`config.mk`:
```
export PLATFORM = sky130hd
export DESIGN_NAME = zgc_ctrl
export DESIGN_NICKNAME = d
export VERILOG_FILES = /design/src/shared/zgc_pkg.sv /design/src/rtl/zgc_ctrl.sv
export SDC_FILE = /design/constraint.sdc
export NUM_CORES = 1
export LEC_CHECK = 0
export BUFFER_PORTS_ARGS = -buffer_cell sky130_fd_sc_hd__buf_2
export CORE_MARGIN = 2
export CORE_UTILIZATION = 56
export DETAILED_ROUTE_END_ITERATION = 7
export HOLD_SLACK_MARGIN = 0.15
export PLACE_DENSITY_LB_ADDON = 0.2
export SYNTH_ARGS = -nofsm -noshare
export SYNTH_HDL_FRONTEND = slang
export SYNTH_SLANG_ARGS = --single-unit
```
`constraint.sdc`:
```
create_clock -name REF_CLK -period 2.55 [get_ports REF_CLK]
set_clock_uncertainty 0.15 [all_clocks]
set_input_delay 0.255 -clock REF_CLK [delete_from_list [all_inputs] [get_ports REF_CLK]]
set_output_delay 0.255 -clock REF_CLK [all_outputs]
set_load 0.1 [all_outputs]
```
`src/shared/zgc_pkg.sv`:
```
// Purpose: Constants and types for the gain and conversion controller
// Assumes: 100 MHz REF_CLK, 4 MHz oscillator derived from it
// Notes: Byte addresses, registers in the low lanes, at most 8-bit except the 16-bit result
package zgc_pkg;
    localparam logic [7:0] ADDR_CFG0 = 8'h00;
    localparam logic [7:0] ADDR_ENABLE = 8'h04;
    localparam logic [7:0] ADDR_RATE = 8'h08;
    localparam logic [7:0] ADDR_GAIN = 8'h0C;
    localparam logic [7:0] ADDR_FOFF = 8'h10;
    localparam logic [7:0] ADDR_CTRL = 8'h14;
    localparam logic [7:0] ADDR_STATUS = 8'h18;
    localparam logic [7:0] ADDR_RESULT = 8'h1C;
    localparam int CFG0_RATIO_LSB = 2;
    localparam int CFG0_ELEM_LSB = 5;
    localparam int CFG0_CONTINUOUS_MODE_BIT_BIT = 7;
    localparam int CTRL_START_BIT = 0;
    localparam int CTRL_DEF_BIT = 1;
    localparam int CTRL_BG_LSB = 2;
    localparam int RATE_FIN_LSB = 6;
    localparam int RATE_MGAIN_LSB = 4;
    localparam int RATE_MOFF_SIGN = 3;
    localparam int GAIN_COARSE_BIT = 7;
    localparam int FOFF_SIGN_BIT = 6;
    localparam logic [7:0] RST_CFG0 = 8'h28;
    localparam logic [3:0] RST_ENABLE = 4'h1;
    localparam logic [7:0] RST_RATE = 8'hC0;
    localparam logic [7:0] RST_GAIN = 8'h00;
    localparam logic [6:0] RST_FOFF = 7'h00;
    localparam logic [1:0] RST_BG = 2'h0;
    localparam logic [2:0] MOFF_MAX = 3'h5;
    localparam logic [1:0] RESP_OKAY = 2'h0;
    localparam logic [1:0] RESP_SLVERR = 2'h2;
    localparam int REF_CLK_HZ = 100_000_000;
    localparam int OSC_HZ = 4_000_000;
    localparam int OSC_DIV = REF_CLK_HZ / OSC_HZ;
    localparam logic [4:0] OSC_LAST = 5'(OSC_DIV - 1);
    localparam logic [5:0] FS_LIM_SLOW = 6'h3F;
    localparam logic [10:0] OSR_BASE = 11'h008;
    localparam logic [3:0] SETUP_CYC = 4'h2;
    localparam logic [3:0] END_CYC = 4'h2;
    typedef enum logic [2:0] {
        ST_IDLE, ST_SETUP, ST_CONV, ST_QUANT, ST_END
    } zgc_state_type;
    typedef enum logic [1:0] {
        BG_LOW, BG_HIGH, BG_TOG1, BG_TOG2
    } zgc_bg_type;
endpackage : zgc_pkg

```
`src/rtl/zgc_ctrl.sv`:
```
// Purpose: Gain/offset decode and conversion sequencer, AXI4-Lite slave
// Assumes: MOD_BIT is asynchronous to REF_CLK
// Notes: All outputs registered
`timescale 1ns/1ps
`default_nettype none
// Contract
// - Enable field bit0 modulator, bits 1..3 amplifier stages one to three
// - A disabled amplifier stage is bypassed to the next stage
// - Coarse gain select: 0 gives unity, 1 gives gain 10
// - Medium gain code 00,01,10,11 gives 1,2,5,10
// - Medium offset is sign-magnitude, magnitude 0..5 in 0.2 steps
// - Fine gain code is unsigned twelfths, zero to 127/12
// - Fine offset sign-magnitude twelfths, negative zero gives zero
// - Start or restore-defaults bit begins a new conversion every time
// - Conversion is N elementary conversions then one final quantization
// - Each elementary conversion lasts ratio plus one sampling periods
// - Result is the mean of the elementary results
// - Offset polarity reverses on alternate elementary conversions
// - A few extra clocks are added before and after each sequence
// - Bandgap state held high, low, or toggled each elementary conversion or every second one
// - Sampling rate select gives 62.5, 125, 250 or 500 kHz
// - Ratio is two to the power three plus 3-bit code
// - Elementary count is two to the power of 2-bit code
// - Busy flag reads one while a sequence runs
// - Continuous mode restarts a conversion as soon as one finishes
module zgc_ctrl import zgc_pkg::*; (
    input wire logic REF_CLK,                 // System clock
    input wire logic RST_B,                   // Async reset, low
    input wire logic [7:0] S_AXI_AWADDR,      // Write address
    input wire logic S_AXI_AWVALID,           // Write address valid
    output logic S_AXI_AWREADY,               // Write address ready
    input wire logic [31:0] S_AXI_WDATA,      // Write data
    input wire logic [3:0] S_AXI_WSTRB,       // Byte enables
    input wire logic S_AXI_WVALID,            // Write data valid
    output logic S_AXI_WREADY,                // Write data ready
    output logic [1:0] S_AXI_BRESP,           // Write response
    output logic S_AXI_BVALID,                // Write response valid
    input wire logic S_AXI_BREADY,            // Write response ready
    input wire logic [7:0] S_AXI_ARADDR,      // Read address
    input wire logic S_AXI_ARVALID,           // Read address valid
    output logic S_AXI_ARREADY,               // Read address ready
    output logic [31:0] S_AXI_RDATA,          // Read data
    output logic [1:0] S_AXI_RRESP,           // Read response
    output logic S_AXI_RVALID,                // Read data valid
    input wire logic S_AXI_RREADY,            // Read data ready
    input wire logic MOD_BIT,                 // Modulator bitstream
    output logic MOD_EN,                      // Modulator enable
    output logic [2:0] STAGE_EN,              // Stage 1..3 enables
    output logic [2:0] STAGE_BYPASS,          // Stage 1..3 bypass
    output logic COARSE_GAIN_X10,             // Stage 1 gain of 10
    output logic [3:0] MEDIUM_GAIN,           // Stage 2 gain value
    output logic MEDIUM_OFFSET_NEG,           // Stage 2 offset sign
    output logic [2:0] MEDIUM_OFFSET_MAG,     // Stage 2 offset, 0.2 units
    output logic [6:0] FINE_GAIN,             // Stage 3 gain, twelfths
    output logic FINE_OFFSET_NEG,             // Stage 3 offset sign
    output logic [5:0] FINE_OFFSET_MAG,       // Stage 3 offset, twelfths
    output logic OS_TICK,                     // Sampling period strobe
    output logic CHOP,                        // Offset polarity
    output logic BANDGAP_STATE,               // Bandgap state
    output logic BUSY,                        // Sequence running
    output logic CONV_DONE,                   // One-cycle done pulse
    output logic [15:0] RESULT                // Averaged result
);
    logic aw_full_q, w_full_q, awready_q, wready_q, bvalid_q;
    logic arready_q, rvalid_q;
    logic [7:0] awaddr_q, wdata_q;
    logic [1:0] bresp_q, rresp_q;
    logic [31:0] rdata_q;
    logic wstrb_q;
    logic [7:0] cfg0_q, rate_q, gain_q;
    logic [3:0] en_q;
    logic [6:0] foff_q;
    logic [1:0] bg_mode_q;
    zgc_state_type state_q, state_d;
    logic [3:0] step_q, elem_q;
    logic [10:0] per_q;
    logic [13:0] acc_q;
    logic [2:0] ratio_q;
    logic [1:0] ecode_q;
    logic [4:0] osc_q;
    logic [5:0] fs_q;
    logic sync1_q, sync2_q, sync3_q, mod_q;
    logic chop_q, bg_q, busy_q, done_q, tick_q;
    logic [15:0] result_q;

    // Write channel: address and data accepted independently
    wire aw_take = S_AXI_AWVALID & awready_q;
    wire w_take = S_AXI_WVALID & wready_q;
    wire wr_go = aw_full_q & w_full_q & ~bvalid_q;
    wire aw_full_d = (aw_full_q | aw_take) & ~wr_go;
    wire w_full_d = (w_full_q | w_take) & ~wr_go;
    wire wr_en = wr_go & wstrb_q;
    wire sel_cfg0 = awaddr_q == ADDR_CFG0;
    wire sel_en = awaddr_q == ADDR_ENABLE;
    wire sel_rate = awaddr_q == ADDR_RATE;
    wire sel_gain = awaddr_q == ADDR_GAIN;
    wire sel_foff = awaddr_q == ADDR_FOFF;
    wire sel_ctrl = awaddr_q == ADDR_CTRL;
    wire wr_known = sel_cfg0 | sel_en | sel_rate | sel_gain | sel_foff
        | sel_ctrl;
    wire start_wr = wr_en & sel_ctrl & wdata_q[CTRL_START_BIT];
    wire def_wr = wr_en & sel_ctrl & wdata_q[CTRL_DEF_BIT];
    wire continuous_mode_bit_wr = wr_en & sel_cfg0 & wdata_q[CFG0_CONTINUOUS_MODE_BIT_BIT]
        & ~cfg0_q[CFG0_CONTINUOUS_MODE_BIT_BIT];
    wire start_evt = start_wr | def_wr | continuous_mode_bit_wr;

    always_ff @(posedge REF_CLK or negedge RST_B) begin
        if (!RST_B) begin
            aw_full_q <= 1'b0;
            w_full_q <= 1'b0;
            awready_q <= 1'b1;
            wready_q <= 1'b1;
            bvalid_q <= 1'b0;
            bresp_q <= RESP_OKAY;
        end else begin
            aw_full_q <= aw_full_d;
            w_full_q <= w_full_d;
            awready_q <= ~aw_full_d;
            wready_q <= ~w_full_d;
            bvalid_q <= wr_go | (bvalid_q & ~S_AXI_BREADY);
            if (wr_go) begin
                bresp_q <= wr_known ? RESP_OKAY : RESP_SLVERR;
            end
        end
    end

    always_ff @(posedge REF_CLK or negedge RST_B) begin
        if (!RST_B) begin
            awaddr_q <= 8'h00;
            wdata_q <= 8'h00;
            wstrb_q <= 1'b0;
        end else begin
            if (aw_take) awaddr_q <= S_AXI_AWADDR;
            if (w_take) begin
                wdata_q <= S_AXI_WDATA[7:0];
                wstrb_q <= S_AXI_WSTRB[0];
            end
        end
    end

    // Restore-defaults reloads every setting as well as starting
    always_ff @(posedge REF_CLK or negedge RST_B) begin
        if (!RST_B) begin
            cfg0_q <= RST_CFG0;
            en_q <= RST_ENABLE;
            rate_q <= RST_RATE;
            gain_q <= RST_GAIN;
            foff_q <= RST_FOFF;
            bg_mode_q <= RST_BG;
        end else if (def_wr) begin
            cfg0_q <= RST_CFG0;
            en_q <= RST_ENABLE;
            rate_q <= RST_RATE;
            gain_q <= RST_GAIN;
            foff_q <= RST_FOFF;
            bg_mode_q <= RST_BG;
        end else if (wr_en) begin
            if (sel_cfg0) cfg0_q <= wdata_q;
            if (sel_en) en_q <= wdata_q[3:0];
            if (sel_rate) rate_q <= wdata_q;
            if (sel_gain) gain_q <= wdata_q;
            if (sel_foff) foff_q <= wdata_q[6:0];
            if (sel_ctrl) bg_mode_q <= wdata_q[CTRL_BG_LSB +: 2];
        end
    end

    // Read channel: one word answered the cycle after acceptance
    wire ar_take = S_AXI_ARVALID & arready_q;
    wire rvalid_d = ar_take | (rvalid_q & ~S_AXI_RREADY);
    wire [7:0] ctrl_rd = {4'h0, bg_mode_q, 2'h0};
    logic [31:0] rd_mux;
    logic rd_known;
    always_comb begin
        rd_known = 1'b1;
        case (S_AXI_ARADDR)
            ADDR_CFG0: rd_mux = {24'h000000, cfg0_q};
            ADDR_ENABLE: rd_mux = {28'h0000000, en_q};
            ADDR_RATE: rd_mux = {24'h000000, rate_q};
            ADDR_GAIN: rd_mux = {24'h000000, gain_q};
            ADDR_FOFF: rd_mux = {25'h0000000, foff_q};
            ADDR_CTRL: rd_mux = {24'h000000, ctrl_rd};
            ADDR_STATUS: rd_mux = {31'h00000000, busy_q};
            ADDR_RESULT: rd_mux = {16'h0000, result_q};
            default: begin
                rd_mux = 32'h00000000;
                rd_known = 1'b0;
            end
        endcase
    end

    always_ff @(posedge REF_CLK or negedge RST_B) begin
        if (!RST_B) begin
            arready_q <= 1'b1;
            rvalid_q <= 1'b0;
            rdata_q <= 32'h00000000;
            rresp_q <= RESP_OKAY;
        end else begin
            arready_q <= ~rvalid_d;
            rvalid_q <= rvalid_d;
            if (ar_take) begin
                rdata_q <= rd_mux;
                rresp_q <= rd_known ? RESP_OKAY : RESP_SLVERR;
            end
        end
    end

    // Oscillator strobe, then sampling strobe
    wire osc_tick = osc_q == OSC_LAST;
    wire [1:0] oversample_rate_sel = rate_q[RATE_FIN_LSB +: 2];
    wire [5:0] fs_lim = FS_LIM_SLOW >> oversample_rate_sel;
    wire fs_tick = osc_tick & (fs_q == fs_lim);
    always_ff @(posedge REF_CLK or negedge RST_B) begin
        if (!RST_B) begin
            osc_q <= 5'h00;
            fs_q <= 6'h00;
            tick_q <= 1'b0;
        end else begin
            osc_q <= osc_tick ? 5'h00 : osc_q + 5'h01;
            if (osc_tick) fs_q <= fs_tick ? 6'h00 : fs_q + 6'h01;
            tick_q <= fs_tick;
        end
    end

    // Three-stage sync; a change is taken once stages two and three agree
    always_ff @(posedge REF_CLK or negedge RST_B) begin
        if (!RST_B) begin
            sync1_q <= 1'b0;
            sync2_q <= 1'b0;
            sync3_q <= 1'b0;
            mod_q <= 1'b0;
        end else begin
            sync1_q <= MOD_BIT;
            sync2_q <= sync1_q;
            sync3_q <= sync2_q;
            if (sync2_q == sync3_q) mod_q <= sync3_q;
        end
    end

    // Sequencer; ratio and count latched so mid-run writes cannot skew it
    wire [10:0] osr_val = OSR_BASE << ratio_q;
    wire [3:0] elem_max = 4'((4'h1 << ecode_q) - 4'h1);
    wire per_last = per_q == osr_val;
    wire elem_last = elem_q == elem_max;
    wire conv_tick = (state_q == ST_CONV) & fs_tick;
    wire elem_end = conv_tick & per_last;
    wire end_last = (state_q == ST_END) & (step_q == END_CYC - 4'h1);
    wire continuous_mode_bit_go = end_last & cfg0_q[CFG0_CONTINUOUS_MODE_BIT_BIT];
    wire seq_start = start_evt | continuous_mode_bit_go;
    // Restore starts on the defaults, not on the settings it replaces
    wire [7:0] seq_cfg = def_wr ? RST_CFG0 : cfg0_q;
    wire [1:0] seq_bg = def_wr ? RST_BG : bg_mode_q;
    wire bit_eff = mod_q ^ chop_q;

    always_comb begin
        state_d = state_q;
        case (state_q)
            ST_IDLE: state_d = ST_IDLE;
            ST_SETUP: begin
                if (step_q == SETUP_CYC - 4'h1) state_d = ST_CONV;
            end
            ST_CONV: begin
                if (elem_end && elem_last) state_d = ST_QUANT;
            end
            ST_QUANT: begin
                if (fs_tick) state_d = ST_END;
            end
            ST_END: begin
                if (end_last) state_d = ST_IDLE;
            end
            default: state_d = ST_IDLE;
        endcase
        if (seq_start) state_d = ST_SETUP;
    end

    always_ff @(posedge REF_CLK or negedge RST_B) begin
        if (!RST_B) begin
            state_q <= ST_IDLE;
            step_q <= 4'h0;
            ratio_q <= 3'h0;
            ecode_q <= 2'h0;
        end else begin
            state_q <= state_d;
            step_q <= (seq_start || state_d != state_q) ? 4'h0
                : step_q + 4'h1;
            if (seq_start) begin
                ratio_q <= seq_cfg[CFG0_RATIO_LSB +: 3];
                ecode_q <= seq_cfg[CFG0_ELEM_LSB +: 2];
            end
        end
    end

    always_ff @(posedge REF_CLK or negedge RST_B) begin
        if (!RST_B) begin
            per_q <= 11'h000;
            elem_q <= 4'h0;
            acc_q <= 14'h0000;
        end else if (seq_start) begin
            per_q <= 11'h000;
            elem_q <= 4'h0;
            acc_q <= 14'h0000;
        end else if (conv_tick) begin
            per_q <= per_last ? 11'h000 : per_q + 11'h001;
            if (per_last) elem_q <= elem_q + 4'h1;
            if (bit_eff) acc_q <= acc_q + 14'h0001;
        end
    end

    // Polarity flips at each elementary boundary, bandgap at each or every second one
    wire bg_flip = (bg_mode_q == BG_TOG1) | ((bg_mode_q == BG_TOG2) & chop_q);
    always_ff @(posedge REF_CLK or negedge RST_B) begin
        if (!RST_B) begin
            chop_q <= 1'b0;
            bg_q <= 1'b0;
        end else if (seq_start) begin
            chop_q <= 1'b0;
            bg_q <= seq_bg == BG_HIGH;
        end else begin
            if (elem_end) chop_q <= ~chop_q;
            if (bg_mode_q == BG_LOW) bg_q <= 1'b0;
            else if (bg_mode_q == BG_HIGH) bg_q <= 1'b1;
            else if (elem_end && bg_flip) bg_q <= ~bg_q;
        end
    end

    always_ff @(posedge REF_CLK or negedge RST_B) begin
        if (!RST_B) begin
            result_q <= 16'h0000;
            done_q <= 1'b0;
            busy_q <= 1'b0;
        end else begin
            done_q <= end_last;
            busy_q <= state_d != ST_IDLE;
            if (end_last) result_q <= 16'(acc_q >> ecode_q);
        end
    end

    // Stage setting decode
    wire [1:0] mg_code = rate_q[RATE_MGAIN_LSB +: 2];
    wire [3:0] mg_val = mg_code == 2'h0 ? 4'h1 : mg_code == 2'h1 ? 4'h2
        : mg_code == 2'h2 ? 4'h5 : 4'hA;
    // Unlisted magnitudes clamp to the largest step
    wire [2:0] mo_mag = rate_q[2:0] > MOFF_MAX ? MOFF_MAX : rate_q[2:0];
    always_ff @(posedge REF_CLK or negedge RST_B) begin
        if (!RST_B) begin
            MOD_EN <= 1'b0;
            STAGE_EN <= 3'h0;
            STAGE_BYPASS <= 3'h7;
            COARSE_GAIN_X10 <= 1'b0;
            MEDIUM_GAIN <= 4'h1;
            MEDIUM_OFFSET_NEG <= 1'b0;
            MEDIUM_OFFSET_MAG <= 3'h0;
            FINE_GAIN <= 7'h00;
            FINE_OFFSET_NEG <= 1'b0;
            FINE_OFFSET_MAG <= 6'h00;
        end else begin
            MOD_EN <= en_q[0];
            STAGE_EN <= en_q[3:1];
            STAGE_BYPASS <= ~en_q[3:1];
            COARSE_GAIN_X10 <= gain_q[GAIN_COARSE_BIT];
            MEDIUM_GAIN <= mg_val;
            MEDIUM_OFFSET_NEG <= rate_q[RATE_MOFF_SIGN] & |mo_mag;
            MEDIUM_OFFSET_MAG <= mo_mag;
            FINE_GAIN <= gain_q[6:0];
            FINE_OFFSET_NEG <= foff_q[FOFF_SIGN_BIT] & |foff_q[5:0];
            FINE_OFFSET_MAG <= foff_q[5:0];
        end
    end

    assign S_AXI_AWREADY = awready_q;
    assign S_AXI_WREADY = wready_q;
    assign S_AXI_BVALID = bvalid_q;
    assign S_AXI_BRESP = bresp_q;
    assign S_AXI_ARREADY = arready_q;
    assign S_AXI_RVALID = rvalid_q;
    assign S_AXI_RDATA = rdata_q;
    assign S_AXI_RRESP = rresp_q;
    assign OS_TICK = tick_q;
    assign CHOP = chop_q;
    assign BANDGAP_STATE = bg_q;
    assign BUSY = busy_q;
    assign CONV_DONE = done_q;
    assign RESULT = result_q;
endmodule : zgc_ctrl
`default_nettype wire

```
; Yosys cells after proc, flatten, opt, wreduce, memory -nomap -nowiden
; Cells that the tools add are included.
[totals]
inputBits = 60
wordCells = 221
regBits = 204
output_inout_bits = 92
[classes]
n_bitwise = 49
reduce_logical = 31
addsub = 7
n_eq_ne = 29
muxes = 52
order_cmp = 1
shifts = 4
[ops]
columns = operator, n
row1 = $pmux W16 S8, 1
row2 = $mux W8, 9
row3 = $eq A8 B5 Y1 const B, 6
row4 = $mux W14, 3
row5 = $mux W4, 10
row6 = $mux W11, 3
row7 = $eq A8 B4 Y1 const B, 4
row8 = $mux W7, 4
row9 = $and A1 B1 Y1, 24
row10 = $reduce_bool A2 Y1, 11
row11 = $mux W3, 6
row12 = $eq A8 B3 Y1 const B, 2
row13 = $logic_not A8 Y1, 2
row14 = $reduce_and A2 Y1, 8
row15 = $shr A14 B2 Y16, 1
row16 = $add A14 B1 Y14 const B, 1
row17 = $or A1 B1 Y1, 13
row18 = $mux W2, 6
row19 = $pmux W3 S4, 1
row20 = $add A11 B1 Y11 const B, 1
row21 = $eq A11 B11 Y1, 1
row22 = $shl A4 B3 Y11 const A, 1
row23 = $not A1 Y1, 10
row24 = $add A4 B1 Y4 const B, 2
row25 = other kinds (30), 43

; Depth between registers and ports, before layout
[logic_depth]
word_depth = 12
ltp_mapped = 10
depth_no_buf = 9

; Worst setup path before layout
; No wires, ideal clock.
[synth_path]
path_type = register to register
start = register chop_q, in the netlist CHOP
end = register acc_q[9]
path_stages_with_launch = 6
period_less_slack_ns = 2.539
t_required_ns = 2.323
slack_ns = 0.011
setup_ns = 0.077
arrival_ns = 2.311
path_buffers = 0
cell_sequence = dfrtp_1 xnor2_1 or3_1 a211o_1 or3_1 a21oi_1
[synth_between]
elab_chain_cells = 3
[synth_rtl]
columns = element, line
row1 = start: declaration, zgc_ctrl.sv:83  ; logic chop_q, bg_q, busy_q, done_q, tick_q;
row2 = start signal: assignment, zgc_ctrl.sv:318  ; if (elem_end) chop_q <= ~chop_q;
row3 = $xor A1 B1 Y1, zgc_ctrl.sv:252  ; wire bit_eff = mod_q ^ chop_q;
row4 = $reduce_bool A2 Y1 (no line), --
row5 = $reduce_and A2 Y1 (no line), --
row6 = end signal: assignment, zgc_ctrl.sv:304  ; if (bit_eff) acc_q <= acc_q + 14'h0001;
row7 = end: declaration, zgc_ctrl.sv:77  ; logic [13:0] acc_q;
; No other way between the ends.
; A chain may end at the register's enable or synchronous reset.

; Worst setup path after layout
[layout_path]
start = input port S_AXI_ARADDR[7]
end = register rdata_q[5], in the netlist S_AXI_RDATA[5]
[layout_between]
elab_chain_cells = 2
elab_cells_between_ends = 9
cone_classes = eq/ne: 7 / mux: 1 / reduce/logical: 1
[layout_rtl]
columns = element, line
row1 = start: declaration, zgc_ctrl.sv:39  ; input wire logic [7:0] S_AXI_ARADDR,
row2 = "$eq A8 B5 Y1, or another cell as far along", zgc_ctrl.sv:175  ; case (S_AXI_ARADDR)
row3 = $pmux W16 S8 *, zgc_ctrl.sv:175
row4 = end signal: assignment, zgc_ctrl.sv:201  ; rdata_q <= rd_mux;
row5 = end: declaration, zgc_ctrl.sv:68  ; logic [31:0] rdata_q;
; Mark *: on every way between the ends. The rest lies on a longest branch, timed or not.

==> flow_metrics.tcl <==
set metrics [dict create \
    status "complete, no violations" \
    synthTopCellsByArea "dfrtp_1 (49%), mux2i_1 (5.0%), nand2_1 (4.3%)" \
    clock_latency_ns 0.43 \
    cp-start-kind "input pin" \
    row_count 45 \
    power-per-cell-area_nw_per_um2 781 \
    pre_cts_slack_ns 0.0717 \
    die_h_um 129 \
    synthDistinctLibCells 78 \
    synth_area_um2 8720 \
    critPathKind "in2reg" \
    synthXorXnorAreaFrac 0.0191 \
    die_w_um 129 \
    cts_sinks 182 \
    worstSetupPathDepth 9 \
    fin_crit_ns 2.48 \
    core-area_um2 15200 \
    max-vdd-ir-drop_uv 468 \
    dp_cells 1100 \
    final_area_um2 10300 \
    crit_path_max_fanout 9 \
    end_kind "flip-flop" \
    synth_top_area_share 0.488 \
    drtIter0Drc 575 \
    slew_viol_final 0 \
    synth-simple-area-share 0.179 \
    slew-limit-headroom 0.523 \
    cp_cell_sequence "dlygate4sd3_1 > buf_2 > nor2_1 > dlygate4sd3_1 > and2_1 > and4_2 > a32o_1 > a221oi_1 > o21ai_0" \
    synth_flop_cell "dfrtp_1" \
    cpLargestDelayFamily "buffers and inverters" \
    crit_top_cell "dlygate4sd3_1" \
    drt-wirelength-per-cell_um 17.3 \
    pin_count 152 \
    final_cells 1158 \
    path_buf_inv 3 \
    drive_gt1_frac 0.233 \
    clk_path_buf_depth 2 \
    hold-path-cell-count 4 \
    grt_setup_unrepaired "no" \
    hold_slack_ns 0.166 \
    cts_buffers 17 \
    critPathMaxStageDelay_ns 0.55 \
    worstPathRequired_ns 2.68 \
    grt_pass1_vias 6555 \
    layout_setup_ws_ns 0.0737 \
    place_area_um2 9430 \
    r2r_cells 8 \
    synth_mux_area_frac 0.0944 \
    cts_max_level 4 \
    ys_seq_area_frac 0.524 \
    global_route.overflow_total 0 \
    synth_compound_area_frac 0.117 \
    cts.clk_slew.worst_paths_ns 0.07 \
    setup_viol_count_final 0 \
    ys_async_sr_fraction 1.00 \
    netlist_instances 832 \
    grt_pass1_wl_um 32800 \
    critPathArrivalTime_ns 2.60 \
    dieArea_um2 16600 \
    fin_nets 1026 \
    crit_path_top_delay_cell "dlygate4sd3_1" \
    synth_area_leader_cell "dfrtp_1" \
    power_mw 8.03 \
    detail-route-antenna-nets 0 \
    synth-seq-cells 182 \
    ys_warn_count 0 \
    p_leak_nw 4.99 \
    fmax_mhz 404 \
    synth_fa_ha_area_frac 0.0141 \
    drc 0 \
    syn_area_per_cell_um2 10.5 \
    start_util 0.574 \
    synth_top_family_by_area "simple AND/OR/NAND/NOR gates" \
    diodes 0 \
    min_period_over_period 0.971 \
    totalWireLength_um 20000 \
    grt_util_all_layers 0.251 \
    cts_root_buf "clkbuf_16" \
    place.gp.congestion 0.868 \
    hold_path_class "in2reg" \
    cts_tree "built" \
    syn_to_final_growth_pct 17.9 \
    fin_util 0.677 \
    post-dp-hpwl_um 14000 \
    firstDrtPassIters 6 \
    grt_max_degree 57 \
    worst_pin_slew_ns 0.714 \
    final_hold_viol_count 0 \
    vias 6779 \
    drv_cap 0 \
    grt_antenna_before_repair 0 \
    viasPerCell 5.85 \
    timing.setup.tns_ns 0 \
    io_buffers 102 \
    synth_edf_count 0 \
]
-- report_power, final --
part	internal (mW)	switching, mW	leakage [nW]
Clock	1.44	1.14	0.285
Sequential	3.26	0.410	2.41
Combinational	0.487	1.30	2.29
Total	5.19	2.84	4.99
-- final timing paths --
check	from	slack, ns	end
min reg2reg	sync1_q$_DFF_PN0_	0.21	sync2_q$_DFF_PN0_
min in group asynchronous	RST_B	0.18	MEDIUM_OFFSET_MAG[1]$_DFF_PN0_
max reg2reg	ratio_q[0]$_DFFE_PN0N_	0.17	elem_q[2]$_DFFE_PN0P_
max	S_AXI_ARADDR[7]	0.07	S_AXI_RDATA[5]$_DFFE_PN0P_
max in group asynchronous	RST_B	1.26	S_AXI_WREADY$_DFF_PN1_
min	S_AXI_ARADDR[0]	0.17	S_AXI_RRESP[1]$_DFFE_PN0P_
-- per-layer routing --
layer  track usage  part of all wire  up-vias
li1              -                 -     3157
met1         0.338              0.44     3357
met2         0.414              0.49      236
met4        0.0831             0.017        0
met5             0                 0        -
met3        0.0466             0.056       29
-- final cells by class --
type | instances | area [µm²]
Fill cell | 1138 | 4910
Sequential cell | 182 | 4570
Multi-Input combinational cell | 577 | 3790
Timing Repair Buffer | 153 | 1010
Clock buffer | 20 | 467
Tap cell | 188 | 235
Clock inverter | 12 | 119
Inverter | 26 | 97.6
-- logic make-up after synthesis --
logic type,count (synthesis)
fa+ha+maj,10
compound gates,151
other cells,1
buf+inv,94
mux,72
xor+xnor,19
simple gates,303
flops,182
-- sequential cells by signal (all words and copies together) (netlist names), 4 cells and up --
signal	count
RESULT	14
S_AXI_RDATA	14
acc_q	14
per_q	11
awaddr_q	8
cfg0_q	8
gain_q	8
rate_q	8
wdata_q	8
FINE_GAIN	7
foff_q	7
FINE_OFFSET_MAG	6
fs_q	6
osc_q	5
MEDIUM_GAIN	4
elem_q	4
en_q	4
step_q	4
-- worst register-to-register path, cell delays in order (launching register included) --
cell and delay, ns:
dfrtp_1 0.45, buf_4 0.19, nor4bb_2 0.31, a221oi_1 0.14
o21bai_1 0.25, nor4b_4 0.41, buf_4 0.18, nand3b_1 0.08
a21oi_1 0.14
-- cells in the mapped netlist (10+ instances only) --
master and n:
dfrtp_1 170, nand2_1 99, nor2_1 63, o21ai_0 50, mux2i_1 44, nand3_1 32
a21oi_1 31, clkbuf_1 26, inv_1 25, buf_4 23, mux2_2 22, nor3_1 22
buf_2 15, dfstp_2 12, xor2_1 12, nand4_1 10
-- what timing repair did --
item	in CTS	in global routing
buffers inserted	0	2
setup endpoints to repair	0	21
gates resized for setup	0	5
hold buffers	24	0
hold endpoints to repair	197	0
-- layout by cell type, fill, tap and decap left out, types with 21 or more instances in the layout --
| cell type | netlist | final |
|---|---|---|
| mux2_2 | 22 | 22 |
| inv_1 | 25 | 25 |
| nand3_1 | 32 | 32 |
| nor3_1 | 22 | 21 |
| buf_4 | 23 | 23 |
| conb_1 | 1 | 22 |
| o21ai_0 | 50 | 50 |
| nor2_1 | 63 | 63 |
| mux2i_1 | 44 | 44 |
| buf_2 | 15 | 101 |
| dfrtp_1 | 170 | 169 |
| dlygate4sd3_1 | 0 | 24 |
| a21oi_1 | 31 | 31 |
| nand2_1 | 99 | 99 |
No activity file was read; power rests on OpenSTA's default activity.
